`src/rtl/sysref_defs.vh`:
```
`ifndef SYSREF_DEFS_VH
`define SYSREF_DEFS_VH

// ==========================================
// register byte offsets
`define OFS_CONFIG        8'h00
`define OFS_PULSE_COUNT   8'h04
`define OFS_RATE_DIVIDER  8'h08
`define OFS_COINCIDENCE   8'h0c
`define OFS_RELEASE       8'h10
`define OFS_STATUS        8'h14
`define OFS_SYSREF_DELAY  8'h18

// ==========================================
// config field positions
`define CFG_SOURCE_SELECT     0
`define CFG_CONTINUOUS_SELECT 1
`define CFG_IDLE_BIAS_BIT     2
`define CFG_BIAS_TYPE         3
`define CFG_VCXO_LOOP_BYPASS  4
`define CFG_SYNTH_LOOP_BYPASS 5
`define CFG_WIDTH             6

// ==========================================
// reset values
`define RST_CONFIG        6'h00
`define RST_PULSE_COUNT   8'h01
`define RST_RATE_DIVIDER  4'h0
`define RST_COINCIDENCE   7'h01
`define RST_SYSREF_DELAY  8'h00

// ==========================================
// rate divider codes to ratios
`define RATIO_0   13'h0040
`define RATIO_1   13'h0060
`define RATIO_2   13'h0080
`define RATIO_3   13'h00c0
`define RATIO_4   13'h0100
`define RATIO_5   13'h0180
`define RATIO_6   13'h0200
`define RATIO_7   13'h0300
`define RATIO_8   13'h0400
`define RATIO_9   13'h0800
`define RATIO_10  13'h1000
`define RATIO_11  13'h1400

// ==========================================
// phase-ahead limit for the shared sysref delay
`define PHASE_AHEAD_MAX   8'h01

`endif

```
`src/rtl/trigger_sync.v`:
```
`default_nettype none

// ==========================================
// trigger synchroniser and rising edge
module trigger_sync (
   // clock and reset
   input  wire clk,
   input  wire rst,
   // pin side
   input  wire trigger_pin,
   // logic side
   output reg  rise
);

   reg meta;
   reg sync;
   reg sync_prev;

   // first flop read only by the second
   always @(posedge clk or posedge rst) begin
      if (rst) begin
         meta      <= 1'b0;
         sync      <= 1'b0;
         sync_prev <= 1'b0;
         rise      <= 1'b0;
      end else begin
         meta      <= trigger_pin;
         sync      <= meta;
         sync_prev <= sync;
         rise      <= sync & ~sync_prev;
      end
   end

endmodule // trigger_sync

`default_nettype wire

```
`src/rtl/sysref_rate_gen.v`:
```
`default_nettype none
`include "sysref_defs.vh"

// ==========================================
// coincidence and pulse-rate timing
module sysref_rate_gen (
   // clock and reset
   input  wire        clk,
   input  wire        rst,
   // control
   input  wire        run,
   input  wire [3:0]  rate_code,
   input  wire [6:0]  coin_div,
   // timing
   output wire        coin_tick,
   output wire        period_end,
   output wire        high_phase
);

   reg  [6:0]  coin_cnt;
   reg  [12:0] rate_cnt;
   reg  [12:0] ratio;
   wire [6:0]  coin_last;

   // out-of-table codes fall back to the slowest rate
   always @* begin
      case (rate_code)
         4'h0:    ratio = `RATIO_0;
         4'h1:    ratio = `RATIO_1;
         4'h2:    ratio = `RATIO_2;
         4'h3:    ratio = `RATIO_3;
         4'h4:    ratio = `RATIO_4;
         4'h5:    ratio = `RATIO_5;
         4'h6:    ratio = `RATIO_6;
         4'h7:    ratio = `RATIO_7;
         4'h8:    ratio = `RATIO_8;
         4'h9:    ratio = `RATIO_9;
         4'ha:    ratio = `RATIO_10;
         default: ratio = `RATIO_11;
      endcase
   end

   // zero divider acts as divide by one
   assign coin_last = (coin_div == 7'h00) ? 7'h00 : coin_div - 7'h01;

   // free-running coincidence counter
   always @(posedge clk or posedge rst) begin
      if (rst) begin
         coin_cnt <= 7'h00;
      end else if (coin_cnt >= coin_last) begin
         coin_cnt <= 7'h00;
      end else begin
         coin_cnt <= coin_cnt + 7'h01;
      end
   end

   assign coin_tick = (coin_cnt == 7'h00);

   // period counter restarts each run
   always @(posedge clk or posedge rst) begin
      if (rst) begin
         rate_cnt <= 13'h0000;
      end else if (!run || period_end) begin
         rate_cnt <= 13'h0000;
      end else begin
         rate_cnt <= rate_cnt + 13'h0001;
      end
   end

   assign period_end = run && (rate_cnt == ratio - 13'h0001);
   assign high_phase = run && (rate_cnt < {1'b0, ratio[12:1]});

endmodule // sysref_rate_gen

`default_nettype wire

```
`src/rtl/sysref_pulse_gen.v`:
```
`default_nettype none
`include "sysref_defs.vh"

module sysref_pulse_gen #(
   parameter NUM_OUTPUTS = 4
) (
   // clock and reset
   input  wire                   clk,
   input  wire                   rst,
   // apb slave
   input  wire                   psel,
   input  wire                   penable,
   input  wire                   pwrite,
   input  wire [7:0]             paddr,
   input  wire [31:0]            pwdata,
   output reg  [31:0]            prdata,
   output reg                    pready,
   output reg                    pslverr,
   // trigger pin
   input  wire                   external_sysref_trigger,
   // sysref outputs
   output reg  [NUM_OUTPUTS-1:0] sysref_output,
   output reg  [NUM_OUTPUTS-1:0] sysref_output_enable,
   output reg  [NUM_OUTPUTS-1:0] sysref_idle_bias,
   // alignment status
   output reg                    sysref_phase_ahead,
   output reg                    deterministic_delay
);

   localparam ST_IDLE  = 2'd0;
   localparam ST_ARMED = 2'd1;
   localparam ST_ALIGN = 2'd2;
   localparam ST_RUN   = 2'd3;

   // ==========================================
   // registers
   reg  [`CFG_WIDTH-1:0] config_reg;
   reg  [7:0]            sysref_pulse_count;
   reg  [3:0]            sysref_rate_divider;
   reg  [6:0]            coincidence_divider;
   reg  [7:0]            sysref_delay;
   reg                   sysref_release;
   reg  [1:0]            state;
   reg  [7:0]            remaining;
   reg                   powered;
   reg  [31:0]           read_mux;
   reg                   addr_ok;

   wire                  trig_rise;
   wire                  coin_tick;
   wire                  period_end;
   wire                  high_phase;
   wire                  wr_access;
   wire                  release_wr;
   wire                  sysref_source_select;
   wire                  sysref_continuous_select;
   wire                  idle_bias_on;

   assign sysref_source_select     = config_reg[`CFG_SOURCE_SELECT];
   assign sysref_continuous_select = config_reg[`CFG_CONTINUOUS_SELECT];
   assign idle_bias_on             = config_reg[`CFG_IDLE_BIAS_BIT] & config_reg[`CFG_BIAS_TYPE];

   // ==========================================
   // submodules
   trigger_sync u_trigger_sync (
      .clk         (clk),
      .rst         (rst),
      .trigger_pin (external_sysref_trigger),
      .rise        (trig_rise)
   );

   sysref_rate_gen u_rate_gen (
      .clk        (clk),
      .rst        (rst),
      .run        (state == ST_RUN),
      .rate_code  (sysref_rate_divider),
      .coin_div   (coincidence_divider),
      .coin_tick  (coin_tick),
      .period_end (period_end),
      .high_phase (high_phase)
   );

   // ==========================================
   // apb decode
   // no wait state: pready rises in the first access cycle
   assign wr_access  = psel & penable & pready & pwrite & ~pslverr;
   assign release_wr = wr_access && (paddr == `OFS_RELEASE) && pwdata[0];

   always @* begin
      addr_ok  = 1'b1;
      read_mux = 32'h00000000;
      case (paddr)
         `OFS_CONFIG:       read_mux = {26'h0000000, config_reg};
         `OFS_PULSE_COUNT:  read_mux = {24'h000000, sysref_pulse_count};
         `OFS_RATE_DIVIDER: read_mux = {28'h0000000, sysref_rate_divider};
         `OFS_COINCIDENCE:  read_mux = {25'h0000000, coincidence_divider};
         `OFS_RELEASE:      read_mux = {31'h00000000, sysref_release};
         `OFS_STATUS:       read_mux = {16'h0000, remaining, 4'h0, powered, state == ST_RUN,
                                        state == ST_ARMED, state == ST_ALIGN};
         `OFS_SYSREF_DELAY: read_mux = {24'h000000, sysref_delay};
         default:           addr_ok  = 1'b0;
      endcase
   end

   always @(posedge clk or posedge rst) begin
      if (rst) begin
         pready  <= 1'b0;
         pslverr <= 1'b0;
         prdata  <= 32'h00000000;
      end else begin
         pready  <= psel & ~penable;
         pslverr <= psel & ~penable & ~addr_ok;
         if (psel && !penable) begin
            prdata <= addr_ok ? read_mux : 32'h00000000;
         end
      end
   end

   // ==========================================
   // register writes
   always @(posedge clk or posedge rst) begin
      if (rst) begin
         config_reg          <= `RST_CONFIG;
         sysref_pulse_count  <= `RST_PULSE_COUNT;
         sysref_rate_divider <= `RST_RATE_DIVIDER;
         coincidence_divider <= `RST_COINCIDENCE;
         sysref_delay        <= `RST_SYSREF_DELAY;
         sysref_release      <= 1'b0;
      end else begin
         // release reads back one cycle, then clears itself
         sysref_release <= release_wr;
         if (wr_access) begin
            case (paddr)
               `OFS_CONFIG:       config_reg          <= pwdata[`CFG_WIDTH-1:0];
               `OFS_PULSE_COUNT:  sysref_pulse_count  <= pwdata[7:0];
               `OFS_RATE_DIVIDER: sysref_rate_divider <= pwdata[3:0];
               `OFS_COINCIDENCE:  coincidence_divider <= pwdata[6:0];
               `OFS_SYSREF_DELAY: sysref_delay        <= pwdata[7:0];
               default:           sysref_release      <= release_wr;
            endcase
         end
      end
   end

   // ==========================================
   // event state machine
   // shared state drives all outputs alike
   always @(posedge clk or posedge rst) begin
      if (rst) begin
         state     <= ST_IDLE;
         remaining <= 8'h00;
         powered   <= 1'b0;
      end else if (release_wr) begin
         // a release mid-event restarts it
         powered <= 1'b0;
         if (sysref_source_select) begin
            state <= ST_ARMED;
         end else begin
            state <= ST_ALIGN;
         end
      end else begin
         case (state)
            ST_IDLE: begin
               powered <= 1'b0;
            end
            ST_ARMED: begin
               // a pin edge in the three cycles before arming still reaches here through the synchroniser
               if (trig_rise) begin
                  state <= ST_ALIGN;
               end
            end
            ST_ALIGN: begin
               if (coin_tick) begin
                  state   <= ST_RUN;
                  powered <= 1'b1;
                  // zero count treated as one pulse
                  remaining <= (sysref_pulse_count == 8'h00) ? 8'h01 : sysref_pulse_count;
               end
            end
            ST_RUN: begin
               if (period_end && !sysref_continuous_select) begin
                  remaining <= remaining - 8'h01;
                  if (remaining == 8'h01) begin
                     state   <= ST_IDLE;
                     powered <= 1'b0;
                  end
               end
            end
            default: begin
               state <= ST_IDLE;
            end
         endcase
      end
   end

   // ==========================================
   // output pins, one per sysref output
   genvar i;
   generate
      for (i = 0; i < NUM_OUTPUTS; i = i + 1) begin : g_out
         always @(posedge clk or posedge rst) begin
            if (rst) begin
               sysref_output[i]        <= 1'b0;
               sysref_output_enable[i] <= 1'b0;
               sysref_idle_bias[i]     <= 1'b0;
            end else begin
               sysref_output[i]        <= powered & (state == ST_RUN) & high_phase;
               sysref_output_enable[i] <= powered & (state == ST_RUN);
               sysref_idle_bias[i]     <= ~(powered & (state == ST_RUN)) & idle_bias_on;
            end
         end
      end
   endgenerate

   // ==========================================
   // alignment status flags
   always @(posedge clk or posedge rst) begin
      if (rst) begin
         sysref_phase_ahead  <= 1'b1;
         deterministic_delay <= 1'b0;
      end else begin
         sysref_phase_ahead  <= (sysref_delay <= `PHASE_AHEAD_MAX);
         deterministic_delay <= ~config_reg[`CFG_VCXO_LOOP_BYPASS]
                              & config_reg[`CFG_SYNTH_LOOP_BYPASS];
      end
   end

endmodule // sysref_pulse_gen

`default_nettype wire

```
`config.mk`:
```
export PLATFORM = sky130hd
export DESIGN_NAME = sysref_pulse_gen
export DESIGN_NICKNAME = d
export VERILOG_FILES = /design/src/rtl/trigger_sync.v /design/src/rtl/sysref_rate_gen.v /design/src/rtl/sysref_pulse_gen.v
export VERILOG_INCLUDE_DIRS = /design/src /design/src/rtl
export SDC_FILE = /design/constraint.sdc
export NUM_CORES = 1
export LEC_CHECK = 0
export ABC_AREA = 1
export BUFFER_PORTS_ARGS = -buffer_cell sky130_fd_sc_hd__buf_4
export CELL_PAD_IN_SITES_DETAIL_PLACEMENT = 0
export CELL_PAD_IN_SITES_GLOBAL_PLACEMENT = 2
export CORE_AREA = 4 4 130 132
export DETAILED_ROUTE_END_ITERATION = 12
export DIE_AREA = 0 0 134 136
export GPL_TIMING_DRIVEN = 0
export PLACE_DENSITY = 0.95
export SLEW_MARGIN = 30
export SYNTH_ARGS = -nofsm -noshare
export SYNTH_HDL_FRONTEND = slang
export SYNTH_SLANG_ARGS = --single-unit
export TNS_END_PERCENT = 30
```
`constraint.sdc`:
```
create_clock -name clk -period 5.55 [get_ports clk]
set_input_delay 0.8325 -clock clk [delete_from_list [all_inputs] [get_ports clk]]
set_output_delay 0.8325 -clock clk [all_outputs]
set_load 0.03 [all_outputs]
```
==> results.json <==
{
  "hp-class": "register to register",
  "final_common_cell": "nand2_1",
  "nFillCells": 1632,
  "power_frac_clock": 0.324,
  "first_global_vias": 4198,
  "ys.warnings.count": 0,
  "fin_skew_ps": 13.9,
  "route.detailed.wl_per_inst_um": 13.5,
  "whs_ps": 350,
  "antenna_found_initial": 0,
  "ctsHoldBuffers": 0,
  "synthCells": 688,
  "io_buffers": 53,
  "worst_ir_drop_vdd_mv": 0.149,
  "layout_common_cells": "nand2_1, dfrtp_1, inv_1",
  "p_leak_nw": 3.23,
  "die-height_um": 136,
  "post_cts_resized": 0,
  "post_cts_buffers": 0,
  "fin_area_um2": 6440,
  "postSynthRegisterBits": 92,
  "async_flop_share": 1.00,
  "drt_pass1_iterations": 5,
  "io-pin-count": 94,
  "timing_worst_setup_path_type": "register to register",
  "ff2ff_path_depth": 18,
  "rsz0062_at_grt": "false",
  "cts_sinks": 92,
  "run_status": "finished clean",
  "r2r_end": "remaining[0]$_DFFE_PP0P_",
  "comb_power_share": 0.267,
  "clockBufferDepth": 2,
  "hpwl_um": 10400,
  "largest_reg_flops": 16,
  "ys_seq_area_frac": 0.428,
  "synthesis.area_um2": 5390,
  "synth_area_per_cell_um2": 7.84,
  "r2r_slack_ps": 2830,
  "slew_viol_final": 0,
  "initialDrtViolationCount": 307,
  "clk_pin_slew_ps": 70,
  "start_kind": "register",
  "die_x_um": 134,
  "top_register": "prdata",
  "synth.area.top_cells": "dfrtp_1, nand2_1, ha_1",
  "grt.total_usage": 0.153,
  "diodes": 0,
  "synth_flop_cell": "dfrtp_1",
  "final_util": 0.410,
  "grt_pass1_wl_um": 21900,
  "cp-startpoint": "sysref_rate_divider[1]$_DFFE_PP0P_",
  "drtAntennaViolNets": 0,
  "vias_per_cell": 4.50,
  "period_share": 0.491,
  "die_area_um2": 18200,
  "cp-endpoint": "remaining[0]$_DFFE_PP0P_",
  "drv_cap": 0,
  "cp.required_ps": 5790,
  "reg2reg_from": "sysref_rate_divider[1]$_DFFE_PP0P_",
  "drc_errors": 0,
  "clk_latency_ps": 350,
  "cts-root-buf": "clkbuf_16",
  "gp_congestion": 0.830,
  "finalSetupViolCount": 0,
  "power_density_nw_per_um2": 287,
  "internal_power_w": 0.00122,
  "critical_path_arrival_ps": 2960,
  "period_minus_slack_ps": 2720,
  "p_sw_w": 0.000623,
  "postPlaceCellArea_um2": 6150,
  "hold_viol_final": 0,
  "core_um2": 15700,
  "worst_pin_slew_ps": 616,
  "cts-buffers-inserted": 9,
  "synth_edf_count": 0,
  "cts_tree": "yes",
  "final_nets": 841,
  "start_util": 0.343,
  "grt_max_degree": 69,
  "end_kind": "register",
  "vias": 4455,
  "max_slew_margin": 0.590,
  "crit_fanout": 10,
  "layout-drive-gt1-share": 0.171,
  "area_growth_pct": 19.4,
  "largestRegisters": "prdata: 16 flops, u_rate_gen.rate_cnt: 13 flops",
  "power.total_w": 0.00185,
  "num_rows": 46,
  "final.setup.tns_ps": 0,
  "h-tree-depth": 3,
  "yosysTopAreaCellShare": 0.413,
  "grt_overflow": 0,
  "seqPwrFrac": 0.409,
  "fmax_ghz": 0.367,
  "wl_um": 13300,
  "yosysUniqueCellTypes": 48,
  "yosys.area.top_type": "dfrtp_1",
  "switching_share": 0.338
}
[worst min path at each step]
stage / startpoint / endpoint / slack [ps] / depth (start not counted)
2_1_floorplan: u_trigger_sync.meta$_DFF_PP0_ / u_trigger_sync.sync$_DFF_PP0_ / 330 / 0
3_3_place_gp: u_trigger_sync.meta$_DFF_PP0_ / u_trigger_sync.sync$_DFF_PP0_ / 330 / 0
3_5_place_dp: u_trigger_sync.meta$_DFF_PP0_ / u_trigger_sync.sync$_DFF_PP0_ / 340 / 0
4_1_cts: u_trigger_sync.meta$_DFF_PP0_ / u_trigger_sync.sync$_DFF_PP0_ / 350 / 0
5_1_grt: u_trigger_sync.meta$_DFF_PP0_ / u_trigger_sync.sync$_DFF_PP0_ / 360 / 0
6_report: u_trigger_sync.meta$_DFF_PP0_ / u_trigger_sync.sync$_DFF_PP0_ / 350 / 0
[cell families after synthesis]
kind of cell | synth area share
compound gates | 0.111
xor+xnor | 0.0162
fa+ha+maj | 0.0626
buf+inv | 0.111
flops | 0.428
mux | 0.00186
other cells | 0.000695
simple gates | 0.269
[critical path, cell delays in order, from the launching register on]
cell and delay, ps:
dfrtp_1 470, inv_2 120, ha_1 280, nand2_1 140, ha_1 310, inv_1 40
nand2_1 50, nand2_1 40, nor2_1 110, nand3_1 80, nor2_1 110, nand3_1 110
nor2_2 140, nand2_2 80, nand2_4 110, nand3_4 120, buf_6 190, nand2_2 60
o21ai_2 40
[synthesized netlist by cell type, drive strengths merged, types with 2 or more instances]
cell / instances
o2111ai: 3
nor3: 7
nand3b: 2
nand2: 190
clkbuf: 7
or2: 4
nor3b: 6
dfstp: 3
o221ai: 2
xor2: 9
ha: 27
nor4: 4
buf: 29
clkinv: 3
nand3: 38
a21oi: 13
o21ai: 69
nor2: 70
a211oi: 2
nand4: 8
dfrtp: 89
inv: 88
a221oi: 2
[layout make-up]
| type | count | area (um^2) | area share |
|---|---|---|---|
| sequential | 92 | 2310 | 0.358 |
| clock inverter | 4 | 31.3 | 0.00486 |
| clock buffer | 12 | 256 | 0.0398 |
| inverter | 91 | 349 | 0.0542 |
| timing repair buffer | 54 | 425 | 0.0661 |
| multi-input combinational | 484 | 2550 | 0.396 |
| tap | 216 | 270 | 0.0420 |
| buffer | 36 | 253 | 0.0393 |
[power groups by stage]
stage | sequential [W] | clock (W) | combinational, W
after global routing | 0.000763 | 0.000646 | 0.000565
after floorplan | 0.000762 | 0 | 0.000376
final | 0.000755 | 0.000597 | 0.000493
after CTS | 0.000755 | 0.000616 | 0.000501
after detailed placement | 0.000768 | 0 | 0.000499
after global placement | 0.000767 | 0 | 0.000496
[per-stage QoR]
stage / setup slack [ps] / cells
after floorplan: 2330 / 703
after global placement: 1050 / 972
after detailed placement: 2780 / 973
after CTS: 2770 / 989
after global routing: 2550 / 989
final: 2830 / 989
[layer usage]
layer  GRT usage  wire length [um]
met1       0.220              6600
met2       0.234              5920
met3      0.0263               611
met4      0.0526               204
met5           0                 0
(Power assumes the default switching activity.)
